## src/bpc_pkg.sv

```systemverilog
// Purpose: shared constants and types for bus polarity correction
// Assumes: 100 MHz system clock
// Notes:   timing counts derive from times in their own units
package bpc_pkg;
   localparam int CLK_NS  = 10;
   localparam int CLK_MHZ = 100;
   localparam int US_PER_MS = 1000;
   // typical idle window, inside the 44..76 ms band
   localparam int IDLE_WIN_MS  = 58;
   localparam int IDLE_WIN_CYC = IDLE_WIN_MS * US_PER_MS * CLK_MHZ;
   localparam int STBY_NS  = 300;
   localparam int STBY_CYC = (STBY_NS + CLK_NS - 1) / CLK_NS;
   // edges from reset release until synchronised pins are valid
   localparam int SYNC_EDGES = 4;

   localparam int ADDR_W = 4;
   localparam int DATA_W = 32;
   localparam logic [ADDR_W-1:0] REG_CTRL = 4'h0;
   localparam logic [ADDR_W-1:0] REG_STAT = 4'h4;
   localparam int CTRL_DET_EN_BIT = 0;
   localparam int CTRL_REARM_BIT  = 1;
   localparam logic CTRL_DET_EN_RST = 1'h1;
   localparam int STAT_SWAP_BIT  = 0;
   localparam int STAT_LOCK_BIT  = 1;
   localparam int STAT_STBY_BIT  = 2;
   localparam int STAT_VALID_BIT = 3;
   localparam int STAT_DET_BIT   = 4;

   typedef enum logic [1:0] {
      BPC_DETECT,
      BPC_SWAPPED,
      BPC_LOCKED
   } bpc_mode_t;
endpackage

```

## src/bpc_timer_if.sv

```systemverilog
// Purpose: request and status of one interval timer
// Assumes: one clock domain
// Notes:   run low also restarts the count
`timescale 1ns/1ns
interface bpc_timer_if;
   logic clr;
   logic run;
   logic done;
   modport ctl (output clr, output run, input done);
   modport tmr (input clr, input run, output done);
endinterface

```

## src/bpc_sync.sv

```systemverilog
// Purpose: three-stage pin synchroniser with agreement filter
// Assumes: pins asynchronous to clk_in
// Notes:   a change counts once stages two and three agree
`timescale 1ns/1ns
module bpc_sync #(
   parameter int W = 1
) (
   input  wire logic         clk_in,
   input  wire logic         sys_rst_in,
   input  wire logic [W-1:0] pin_in,
   output logic      [W-1:0] lvl_out
);
   typedef struct packed {
      logic [W-1:0] s1;
      logic [W-1:0] s2;
      logic [W-1:0] s3;
      logic [W-1:0] lvl;
   } bpc_sync_t;

   bpc_sync_t q;
   bpc_sync_t n;

   always_comb begin
      n     = q;
      n.s1  = pin_in;
      n.s2  = q.s1;
      n.s3  = q.s2;
      // s1 feeds only s2; the filter looks at s2 and s3
      n.lvl = (q.s2 & q.s3) | (q.lvl & (q.s2 ^ q.s3));
   end

   always_ff @(posedge clk_in) begin
      if (sys_rst_in) begin
         q <= '0;
      end else begin
         q <= n;
      end
   end

   assign lvl_out = q.lvl;
endmodule

```

## src/bpc_timer.sv

```systemverilog
// Purpose: interval timer, done after LIMIT cycles of run
// Assumes: clr or run low restarts from zero
// Notes:   done holds while run stays high
`timescale 1ns/1ns
module bpc_timer #(
   parameter int LIMIT = 4,
   parameter int W     = $clog2(LIMIT + 1)
) (
   input  wire logic clk_in,
   input  wire logic sys_rst_in,
   bpc_timer_if.tmr  tif
);
   typedef struct packed {
      logic [W-1:0] cnt;
      logic         done;
   } bpc_timer_t;

   bpc_timer_t q;
   bpc_timer_t n;

   always_comb begin
      n = q;
      if (tif.clr || !tif.run) begin
         n.cnt  = '0;
         n.done = 1'b0;
      end else if (!q.done) begin
         if (q.cnt == W'(LIMIT - 1)) begin
            n.done = 1'b1;
         end else begin
            n.cnt = q.cnt + 1'b1;
         end
      end
   end

   always_ff @(posedge clk_in) begin
      if (sys_rst_in) begin
         q <= '0;
      end else begin
         q <= n;
      end
   end

   assign tif.done = q.done;
endmodule

```

## src/bpc_top.sv

```systemverilog
// Purpose: polarity correction, driver and receiver gating
// Assumes: bus levels arrive as two comparator flags
// Notes:   all eight enable, data and comparator pins pass the three-stage synchroniser; register inputs do not
`timescale 1ns/1ns
module bpc_top
   import bpc_pkg::*;
#(
   parameter int IDLE_WIN_CYC_P = IDLE_WIN_CYC
) (
   input  wire logic              clk_in,
   input  wire logic              sys_rst_in,
   input  wire logic              talk_gate_in,
   input  wire logic              talk_open_in,
   input  wire logic              listen_gate_low_in,
   input  wire logic              listen_open_in,
   input  wire logic              tx_bit_in,
   input  wire logic              tx_open_in,
   input  wire logic              bus_above_upper_in,
   input  wire logic              bus_below_lower_in,
   input  wire logic [ADDR_W-1:0] reg_addr_in,
   input  wire logic [DATA_W-1:0] reg_wdata_in,
   input  wire logic              reg_wr_in,
   input  wire logic              reg_rd_in,
   output logic      [DATA_W-1:0] reg_rdata_out,
   output logic                   bus_a_out,
   output logic                   bus_a_oe_n_out,
   output logic                   bus_b_out,
   output logic                   bus_b_oe_n_out,
   output logic                   sensed_bit_out,
   output logic                   sensed_oe_n_out,
   output logic                   sensed_valid_out,
   output logic                   swap_active_out,
   output logic                   standby_out
);
   typedef struct packed {
      bpc_mode_t         mode;
      logic              swap;
      logic              det_en;
      logic              dis_prev;
      logic [2:0]        warm;
      logic              rx_lvl;
      logic              a;
      logic              b;
      logic              drv_oe_n;
      logic              sensed;
      logic              s_oe_n;
      logic              s_valid;
      logic [DATA_W-1:0] rdata;
   } bpc_state_t;

   bpc_state_t q;
   bpc_state_t n;

   logic talk_s;
   logic talk_open_s;
   logic listen_low_s;
   logic listen_open_s;
   logic tx_s;
   logic tx_open_s;
   logic bus_hi_s;
   logic bus_lo_s;
   logic talk_en;
   logic listen_dis;
   logic listen_rise;
   logic tx_eff;
   logic rearm;
   logic stby_cond;
   logic warm_done;

   bpc_timer_if win_if ();
   bpc_timer_if stby_if ();

   bpc_sync #(
      .W (8)
   ) u_sync (
      .clk_in     (clk_in),
      .sys_rst_in (sys_rst_in),
      .pin_in     ({talk_gate_in, talk_open_in, listen_gate_low_in,
                    listen_open_in, tx_bit_in, tx_open_in,
                    bus_above_upper_in, bus_below_lower_in}),
      .lvl_out    ({talk_s, talk_open_s, listen_low_s,
                    listen_open_s, tx_s, tx_open_s,
                    bus_hi_s, bus_lo_s})
   );

   // idle window; shorten IDLE_WIN_CYC_P in simulation
   bpc_timer #(
      .LIMIT (IDLE_WIN_CYC_P)
   ) u_win (
      .clk_in     (clk_in),
      .sys_rst_in (sys_rst_in),
      .tif        (win_if.tmr)
   );

   bpc_timer #(
      .LIMIT (STBY_CYC)
   ) u_stby (
      .clk_in     (clk_in),
      .sys_rst_in (sys_rst_in),
      .tif        (stby_if.tmr)
   );

   // an open enable pin counts as disabled
   assign talk_en     = talk_s & ~talk_open_s;
   assign listen_dis  = listen_low_s | listen_open_s;
   // pins read low until the sync fills; no latch edge before then
   assign warm_done   = (q.warm == 3'(SYNC_EDGES));
   assign listen_rise = listen_dis & ~q.dis_prev & warm_done;
   // open data input drives as a high bit
   assign tx_eff      = tx_s | tx_open_s;
   assign rearm       = reg_wr_in && (reg_addr_in == REG_CTRL)
                        && reg_wdata_in[CTRL_REARM_BIT];

   // bus low, driver off, still detecting; anything else restarts
   assign win_if.clr = rearm;
   assign win_if.run = q.det_en && (q.mode == BPC_DETECT)
                       && bus_lo_s && !talk_en;

   assign stby_cond  = !talk_en && listen_dis;
   assign stby_if.clr = 1'b0;
   assign stby_if.run = stby_cond;

   always_comb begin
      n          = q;
      n.dis_prev = warm_done ? listen_dis : 1'b1;
      if (!warm_done) begin
         n.warm = q.warm + 3'h1;
      end
      if (reg_wr_in && (reg_addr_in == REG_CTRL)) begin
         n.det_en = reg_wdata_in[CTRL_DET_EN_BIT];
      end

      unique case (q.mode)
         BPC_DETECT: begin
            if (win_if.done) begin
               n.mode = BPC_SWAPPED;
               n.swap = 1'b1;
            end else if (listen_rise) begin
               n.mode = BPC_LOCKED;
            end
         end
         BPC_SWAPPED: begin
            if (listen_rise) begin
               n.mode = BPC_LOCKED;
            end
         end
         BPC_LOCKED: begin
            n.mode = BPC_LOCKED;
         end
         default: begin
            n.mode = BPC_DETECT;
         end
      endcase

      // software rearm returns mode to BPC_DETECT and clears swap
      // a window ending in the same cycle still swaps: set wins
      if (rearm && !(win_if.done && (q.mode == BPC_DETECT))) begin
         n.mode = BPC_DETECT;
         n.swap = 1'b0;
      end

      // receive level: hold last value in the dead band
      if (bus_hi_s) begin
         n.rx_lvl = 1'b1;
      end else if (bus_lo_s) begin
         n.rx_lvl = 1'b0;
      end
      n.s_valid = bus_hi_s | bus_lo_s;
      n.sensed  = n.rx_lvl ^ n.swap;
      n.s_oe_n  = listen_dis;

      n.a        = tx_eff ^ n.swap;
      n.b        = ~(tx_eff ^ n.swap);
      n.drv_oe_n = ~talk_en;

      n.rdata = '0;
      if (reg_rd_in) begin
         unique case (reg_addr_in)
            REG_CTRL: begin
               n.rdata[CTRL_DET_EN_BIT] = q.det_en;
            end
            REG_STAT: begin
               n.rdata[STAT_SWAP_BIT]  = q.swap;
               n.rdata[STAT_LOCK_BIT]  = (q.mode == BPC_LOCKED);
               n.rdata[STAT_STBY_BIT]  = stby_if.done;
               n.rdata[STAT_VALID_BIT] = q.s_valid;
               n.rdata[STAT_DET_BIT]   = (q.mode == BPC_DETECT);
            end
            default: begin
               n.rdata = '0;
            end
         endcase
      end
   end

   always_ff @(posedge clk_in) begin
      if (sys_rst_in) begin
         q          <= '0;
         q.mode     <= BPC_DETECT;
         q.swap     <= 1'b0;
         q.det_en   <= CTRL_DET_EN_RST;
         q.dis_prev <= 1'b1;
         q.b        <= 1'b1;
         q.drv_oe_n <= 1'b1;
         q.s_oe_n   <= 1'b1;
      end else begin
         q <= n;
      end
   end

   assign reg_rdata_out    = q.rdata;
   assign bus_a_out        = q.a;
   assign bus_b_out        = q.b;
   assign bus_a_oe_n_out   = q.drv_oe_n;
   assign bus_b_oe_n_out   = q.drv_oe_n;
   assign sensed_bit_out   = q.sensed;
   assign sensed_oe_n_out  = q.s_oe_n;
   assign sensed_valid_out = q.s_valid;
   assign swap_active_out  = q.swap;
   assign standby_out      = stby_if.done;

   // helper: consecutive cycles with both enables off
   logic [15:0] dis_cnt_q;
   always_ff @(posedge clk_in) begin
      if (sys_rst_in) begin
         dis_cnt_q <= '0;
      end else if (!stby_cond) begin
         dis_cnt_q <= '0;
      end else if (dis_cnt_q != 16'hFFFF) begin
         dis_cnt_q <= dis_cnt_q + 16'h0001;
      end
   end

   a_reset_no_swap: assert property (
      @(posedge clk_in) $fell(sys_rst_in) |-> !swap_active_out
   ) else $error("swap active right after reset");

   a_swap_needs_window: assert property (
      @(posedge clk_in) disable iff (sys_rst_in)
      $rose(swap_active_out) |->
         $past(win_if.done) && $past(q.mode == BPC_DETECT)
   ) else $error("swap set without elapsed idle window");

   a_window_cond: assert property (
      @(posedge clk_in) disable iff (sys_rst_in)
      win_if.done |-> $past(bus_lo_s) && $past(!talk_en)
   ) else $error("idle window ran with bus high or driver on");

   a_timer_restart: assert property (
      @(posedge clk_in) disable iff (sys_rst_in)
      !win_if.run |=> !win_if.done
   ) else $error("idle timer did not restart");

   a_lock_holds: assert property (
      @(posedge clk_in) disable iff (sys_rst_in)
      (q.mode == BPC_LOCKED) && !rearm |=>
         (q.mode == BPC_LOCKED) && $stable(swap_active_out)
   ) else $error("latched polarity changed");

   a_no_early_latch: assert property (
      @(posedge clk_in) disable iff (sys_rst_in)
      !warm_done |=> (q.mode != BPC_LOCKED)
   ) else $error("polarity latched before pins settled");

   a_drive_norm: assert property (
      @(posedge clk_in) disable iff (sys_rst_in)
      talk_en && !q.swap && !win_if.done && !rearm |=>
         (bus_a_out == $past(tx_eff)) && (bus_b_out == !$past(tx_eff))
   ) else $error("normal drive polarity wrong");

   a_drive_swap: assert property (
      @(posedge clk_in) disable iff (sys_rst_in)
      talk_en && q.swap && !rearm |=>
         (bus_a_out != $past(tx_eff)) && (bus_b_out == $past(tx_eff))
         && !bus_a_oe_n_out
   ) else $error("swapped drive polarity wrong");

   a_driver_off: assert property (
      @(posedge clk_in) disable iff (sys_rst_in)
      !talk_en |=> bus_a_oe_n_out && bus_b_oe_n_out
   ) else $error("bus driven while driver disabled");

   a_rx_release: assert property (
      @(posedge clk_in) disable iff (sys_rst_in)
      listen_dis |=> sensed_oe_n_out
   ) else $error("receiver output driven while disabled");

   a_rx_swap: assert property (
      @(posedge clk_in) disable iff (sys_rst_in)
      bus_lo_s && q.swap && !rearm |=> sensed_bit_out && sensed_valid_out
   ) else $error("swapped receive did not read high");

   a_rx_norm: assert property (
      @(posedge clk_in) disable iff (sys_rst_in)
      bus_hi_s && !q.swap && !win_if.done |=> sensed_bit_out
   ) else $error("normal receive did not read high");

   a_standby_time: assert property (
      @(posedge clk_in) disable iff (sys_rst_in)
      $rose(standby_out) |-> dis_cnt_q == 16'(STBY_CYC)
   ) else $error("standby entered before its delay");

   a_standby_exit: assert property (
      @(posedge clk_in) disable iff (sys_rst_in)
      !stby_cond |=> !standby_out
   ) else $error("standby with an enable active");

   c_swap: cover property (
      @(posedge clk_in) disable iff (sys_rst_in) $rose(swap_active_out)
   );

   c_lock_swapped: cover property (
      @(posedge clk_in) disable iff (sys_rst_in)
      (q.mode == BPC_SWAPPED) ##1 (q.mode == BPC_LOCKED)
   );

   c_standby: cover property (
      @(posedge clk_in) disable iff (sys_rst_in) $rose(standby_out)
   );

   c_drive_swapped: cover property (
      @(posedge clk_in) disable iff (sys_rst_in)
      q.swap && !bus_a_oe_n_out
   );
endmodule

```

## config.mk

```make
export PLATFORM = sky130hd
export DESIGN_NAME = bpc_top
export DESIGN_NICKNAME = d
export VERILOG_FILES = /design/src/bpc_pkg.sv /design/src/bpc_timer_if.sv /design/src/bpc_sync.sv /design/src/bpc_timer.sv /design/src/bpc_top.sv
export SDC_FILE = /design/constraint.sdc
export NUM_CORES = 1
export LEC_CHECK = 0
export ABC_CLOCK_PERIOD_IN_PS = 2400
export BUFFER_PORTS_ARGS = -buffer_cell sky130_fd_sc_hd__buf_2
export CORE_MARGIN = 2
export CORE_UTILIZATION = 40
export DETAILED_ROUTE_END_ITERATION = 16
export GPL_ROUTABILITY_DRIVEN = 0
export PLACE_DENSITY = 0.74
export REMOVE_ABC_BUFFERS = 1
export SETUP_SLACK_MARGIN = 0.4
export SYNTH_ARGS = -nofsm -noshare
export SYNTH_HDL_FRONTEND = slang
export SYNTH_SLANG_ARGS = --single-unit
export TNS_END_PERCENT = 10
```

## constraint.sdc

```tcl
create_clock -name clk_in -period 2.4 [get_ports clk_in]
set_clock_uncertainty 0.05 [all_clocks]
set_input_delay 0.72 -clock clk_in [delete_from_list [all_inputs] [get_ports clk_in]]
set_output_delay 0.72 -clock clk_in [all_outputs]
set_load 0.005 [all_outputs]
```

==> flow_summary.yaml, run 1 <==
drt:
  wirelength_um: 5570
  drtIter0Drc: 132
  drc: 0
  dr_total_vias: 2333
  drt-wirelength-per-cell_um: 11.3
  first_pass_iters: 4
  drt.antenna.violating_nets: 0
  viasPerCell: 4.72
yosys:
  yosysMostFrequentCell: "dfxtp_1"
  synth_area_leader_cell: "dfxtp_1"
  ys_warn_count: 0
  yosysUniqueCellTypes: 45
  synthCells: 354
  synth_edf_count: 0
  ys_ff_latch: 82
  netlist_area_mm2: 0.00336
  ys_top_cells_by_count: "82 x dfxtp_1, 43 x nor2_1, 33 x buf_4"
  synth_top_area_share: 0.489
  syn_avg_cell_area_um2: 9.49
  yosys-top-cells-area: "dfxtp_1 49%, buf_4 7.4%, ha_1 4.8%, nor2b_1 4.8%, nor2_1 4.8%"
  async_reset_ff_frac: 0
  seq_area_frac_synth: 0.489
  ys.flop_type: "dfxtp_1"
timing:
  setup_violations: 0
  holdWs_ns: 0.389
  timing.fmax_mhz: 515
  hold_viol_final: 0
  layout_setup_ws_ns: 0.460
  min_period_ns: 1.94
  maxSlewViolCount: 0
  tns_ns: 0
  tightestPinTransition_ns: 0.571
  slew_headroom: 0.614
  rsz0062_at_grt: "yes"
  period_share: 0.808
worst_setup_path:
  crit_chain: "ha_1 -> and4_1 -> nand2_1 -> o31a_1 -> nand4_1 -> mux2i_1"
  cpMaxStageDelayCell: "dfxtp_1"
  crit_cells: 6
  timing.rr.start: "u_win.q[1]"
  r2r_slack_ns: 0.46
  worstReg2RegEnd: "u_win.q[4]"
  cp.arrival_ns: 2.17
  startpoint_type: "flop"
  ff2ff_path_depth: 6
  max_stage_delay_ns: 0.42
  worstPathRequired_ns: 2.63
  critical_path_class: "reg -> reg"
  crit_end: "u_win.q[4]"
  endpoint_kind: "flop"
  path_buf_inv: 0
  critPathLaunch: "u_win.q[1]"
  worst-path-max-fanout: 8
  critPathTopFamily: "simple AND/OR/NAND/NOR gates"
floorplan:
  initial_utilization: 0.411
  dieHeight_um: 95.6
  rows: 33
  core_mm2: 0.00818
  die_w_um: 95.6
  dieArea_mm2: 0.00914
  io-pin-count: 89
worst_hold_path:
  min_from: "u_sync.n[18]"
  hp-class: "reg -> reg"
cts:
  cts_tree: "done"
  htreeDepth: 3
  cts_buffers: 9
  worstSkewPairLatency_ns: 0.35
  root_buffer: "clkbuf_8"
  cts_num_sinks: 82
  clk_pin_slew_ns: 0.08
  clock_path_buffers: 2
final_layout:
  postLayoutCellArea_mm2: 0.00371
  final_core_util: 0.454
  drive_gt1_frac: 0.149
  nets: 445
  final_cells: 494
  syn2layout_area_growth_pct: 10.5
  diodes: 0
placed_design:
  hpwl_um: 3750
  postPlaceCellArea_mm2: 0.00350
  place_ws_ns: 0.139
  dp.cells: 477
  port_buffers: 31
grt:
  grt_pass1_vias: 2186
  antenna_found_initial: 0
  overflow: 0
  grt_use_total: 0.135
  grt_pass1_wl_um: 9520
  grt_max_degree: 52
run:
  cap_violations: 0
power_and_ir_drop:
  powerDensity_mw_per_mm2: 669
  p_total_mw: 2.48
  vdd_ir_drop_max_mv: 0.338
  p_leak_nw: 1.46
outcome:
  status: "completed"
[how the worst min path moves through the flow]
stage,endpoint,slack (ns),cells past startpoint
2_1_floorplan,u_sync.n[10],0.36,1
3_3_place_gp,u_sync.n[13],0.37,1
3_5_place_dp,u_sync.n[14],0.38,1
4_1_cts,u_sync.n[14],0.40,1
5_1_grt,u_sync.n[8],0.41,1
6_report,u_sync.n[10],0.39,1
[per-layer routing]
metal / vias up / global-route usage / wire (um)
met3: 12 / 0.0308 / 231
li1: 1196 / - / -
met5: - / 0 / 0
met2: 51 / 0.224 / 2670
met4: 0 / 0.0738 / 138
met1: 1074 / 0.160 / 2520
[state kept, by name (all words and copies together), names as in the netlist, 5 cells and up]
register / flops
reg_rdata_out: 5
u_sync.n: 16
u_stby.q: 5
u_sync.lvl_out: 8
u_sync.q: 8
u_win.q: 23
q: 8
[cell type report]
cell class | instances | area (um^2)
clock buffer | 9 | 124
tap | 105 | 131
fill | 788 | 4460
sequential | 82 | 1640
inverter | 9 | 33.8
multi-input combinational | 246 | 1500
clock inverter | 7 | 76.3
timing repair buffer | 36 | 205
[timing repair]
item                                    in CTS  in global routing
endpoints found under the setup margin       1                  7
buffers inserted                             0                  1
hold buffers                                 0                  0
pin swaps                                    0                  1
endpoints found under the hold margin        0                  0
gates resized for setup                      1                  0
[power breakdown]
part | internal, mW | total (mW) | switching, mW
logic | 0.0414 | 0.0914 | 0.0500
clock network | 0.487 | 0.993 | 0.505
registers | 1.39 | 1.40 | 0.0116
total | 1.91 | 2.48 | 0.567
[layout by cell type (no fill, tap or decap), types with 4 or more instances in the layout]
cell	synthesis	routed
buf_2	2	31
conb_1	1	27
nor2b_1	26	26
dfxtp_1	82	82
nand4_1	8	8
and2_1	4	4
nand2_1	14	14
nor2_1	43	43
o21ai_0	5	5
inv_1	9	9
clkbuf_8	0	9
nand3_1	11	11
ha_1	13	13
a21oi_1	17	17
nor3_1	9	9
xor2_1	6	6
buf_4	33	4
or3_1	6	6
xnor2_1	14	14
nand2b_1	4	4
[cells by family (layout without fill, tap and decap cells)]
kind of cell / Yosys count / in the layout / share of synthesized area
compound gates: 32 / 32 / 0.0566
flops: 82 / 82 / 0.489
other cells: 1 / 27 / 0.00112
buf+inv: 52 / 61 / 0.0958
xor+xnor: 20 / 20 / 0.0522
simple gates: 151 / 151 / 0.248
mux: 3 / 3 / 0.00894
fa+ha+maj: 13 / 13 / 0.0484
(Power assumes the default switching activity.)
==> run 2: changes to the inputs <==
- ABC_CLOCK_PERIOD_IN_PS: 2400 -> 1800
- clock period: 2.4 -> 1.8 ns (I/O delays scaled with it)
==> run 2 against run 1 <==
Critical endpoint is now u_win.q[12]. Final cell count grew 4.5%. Worst hold slack worse by 0.064 ns. Largest cell class unchanged. Global-route usage grew 1.2 points. Sequential cell count is the same. Sequential share of layout area decreased by 2.4 points. Die area unchanged. Sequential power is 33% higher. Worst setup slack got worse by 0.34 ns. First-iteration DRC count grew 18%.
==> flow_summary.yaml, run 2 (synthesized netlist as in run 1, its figures left out) <==
drt:
  viasPerCell: 4.72
  drt.antenna.violating_nets: 0
  drt-wirelength-per-cell_um: 11.7
  drc: 0
  drtIter0Drc: 156
  wirelength_um: 6010
  dr_total_vias: 2433
  first_pass_iters: 4
grt:
  grt_max_degree: 21
  use_met3: 0.0514
  grt_pass1_wl_um: 10300
  antenna_found_initial: 0
  met2_usage: 0.256
  overflow: 0
  busiest_layer: "met2"
  grt_use_met1: 0.166
  grt_pass1_vias: 2370
  grt_use_total: 0.146
placed_design:
  postPlaceCellArea_mm2: 0.00362
  hpwl_um: 4030
  dp.cells: 495
  port_buffers: 31
worst_hold_path:
  worstHoldPathCells: 2
  min_from: "talk_gate_in"
  holdPathEnd: "u_sync.n[23]"
  hp-class: "in -> reg"
worst_setup_path:
  worstPathRequired_ns: 2.06
  endpoint_kind: "flop"
  r2r_slack_ns: 0.13
  startpoint_type: "primary input"
  max_stage_delay_ns: 0.51
  worstReg2RegEnd: "u_win.q[13]"
  path_buf_inv: 1
  worst-path-max-fanout: 3
  crit_chain: "buf_2 -> nor3_2 -> and4b_4 -> or4_4 -> or4_1 -> nand2_1"
  critPathTopFamily: "simple AND/OR/NAND/NOR gates"
  cpMaxStageDelayCell: "or4_4"
  timing.rr.start: "u_win.q[10]"
  critical_path_class: "in -> reg"
  ff2ff_path_depth: 5
  cp.arrival_ns: 1.94
timing:
  timing.fmax_mhz: 596
  rsz0062_at_grt: "yes"
  maxSlewViolCount: 0
  tns_ns: 0
  setup_violations: 0
  min_period_ns: 1.68
  holdWs_ns: 0.325
  hold_viol_final: 0
  period_share: 0.932
floorplan:
  io-pin-count: 89
  core_mm2: 0.00818
  dieHeight_um: 95.6
  die_w_um: 95.6
  initial_utilization: 0.411
  rows: 33
  dieArea_mm2: 0.00914
run:
  cap_violations: 0
cts:
  htreeDepth: 3
  cts_tree: "done"
  root_buffer: "clkbuf_8"
  cts_num_sinks: 82
  clock_path_buffers: 2
  clk_pin_slew_ns: 0.10
  cts_buffers: 9
  worstSkewPairLatency_ns: 0.36
power_and_ir_drop:
  power.internal_mw: 2.47
  p_total_mw: 3.31
  seq_power_share: 0.562
  vdd_ir_drop_max_mv: 0.530
  p_leak_nw: 1.59
  p_sw_frac: 0.256
  pwr-share-comb: 0.039
  p_clk_frac: 0.399
  p_switching_uw: 848
  powerDensity_mw_per_mm2: 836
final_layout:
  diodes: 0
  drive_gt1_frac: 0.251
  final_cell_mix: "72 x dfxtp_1, 42 x nor2_1, 31 x buf_2"
  top_register: "u_win.q"
  largest_reg_flops: 23
  postLayoutCellArea_mm2: 0.00396
  final_common_cell: "dfxtp_1"
  final_cells: 516
  nets: 467
  syn2layout_area_growth_pct: 18.0
outcome:
  status: "completed"
[run 2: cell types whose count changed in the layout (fill, tap and decap cells not counted), moves of 2 or more]
cell and change:
nand3_2 +2, buf_4 +23, nand3_1 -2, nor4b_1 -2
dfxtp_1 -10, clkinvlp_4 -2, nor4b_2 +2, inv_8 +5
dfxtp_2 +9
[run 2: timing repair]
| item | in CTS | in global routing |
|---|---|---|
| hold buffers | 0 | 0 |
| gates resized for setup | 15 | 13 |
| pin swaps | 7 | 6 |
| buffers inserted | 3 | 2 |
| setup endpoints to repair | 39 | 48 |
[run 2: worst max-delay path by stage]
stage,start,to,depth (start not counted)
after floorplan,reg_addr_in[0],u_win.q[12],5
after global placement,reg_addr_in[0],u_win.q[12],6
after detailed placement,reg_addr_in[0],u_win.q[12],6
after CTS,u_win.q[21],u_win.q[4],5
after global routing,u_win.q[12],u_win.q[20],6
final,reg_addr_in[0],u_win.q[12],6
[run 2: final cells by class]
type                            count  area (um^2)
Clock buffer                        9          124
Clock inverter                      7         73.8
Fill cell                         770         4210
Inverter                            9         33.8
Multi-Input combinational cell    246         1580
Sequential cell                    82         1660
Tap cell                          105          131
Timing Repair Buffer               58          358
[run 2: per-layer routing]
layer	routed length (um)	up-vias
met5	0	-
met4	79	0
met3	285	9
met2	3000	52
met1	2640	1133
li1	-	1239
[run 2: power groups by stage]
stage	Combinational, mW	Clock, mW	Sequential [mW]
6_report	0.131	1.32	1.86
5_1_grt	0.152	1.44	1.87
4_1_cts	0.130	1.35	1.86
3_5_place_dp	0.128	0	1.91
3_3_place_gp	0.124	0	1.90
2_1_floorplan	0.0687	0	1.90
[run 2: metrics by stage]
step	util	setup WS, ns
detailed placement	0.443	-0.248
floorplan	-	-0.431
finish	0.485	0.123
CTS	0.476	0.140
global placement	0.443	-0.260
global route	0.485	0.0175
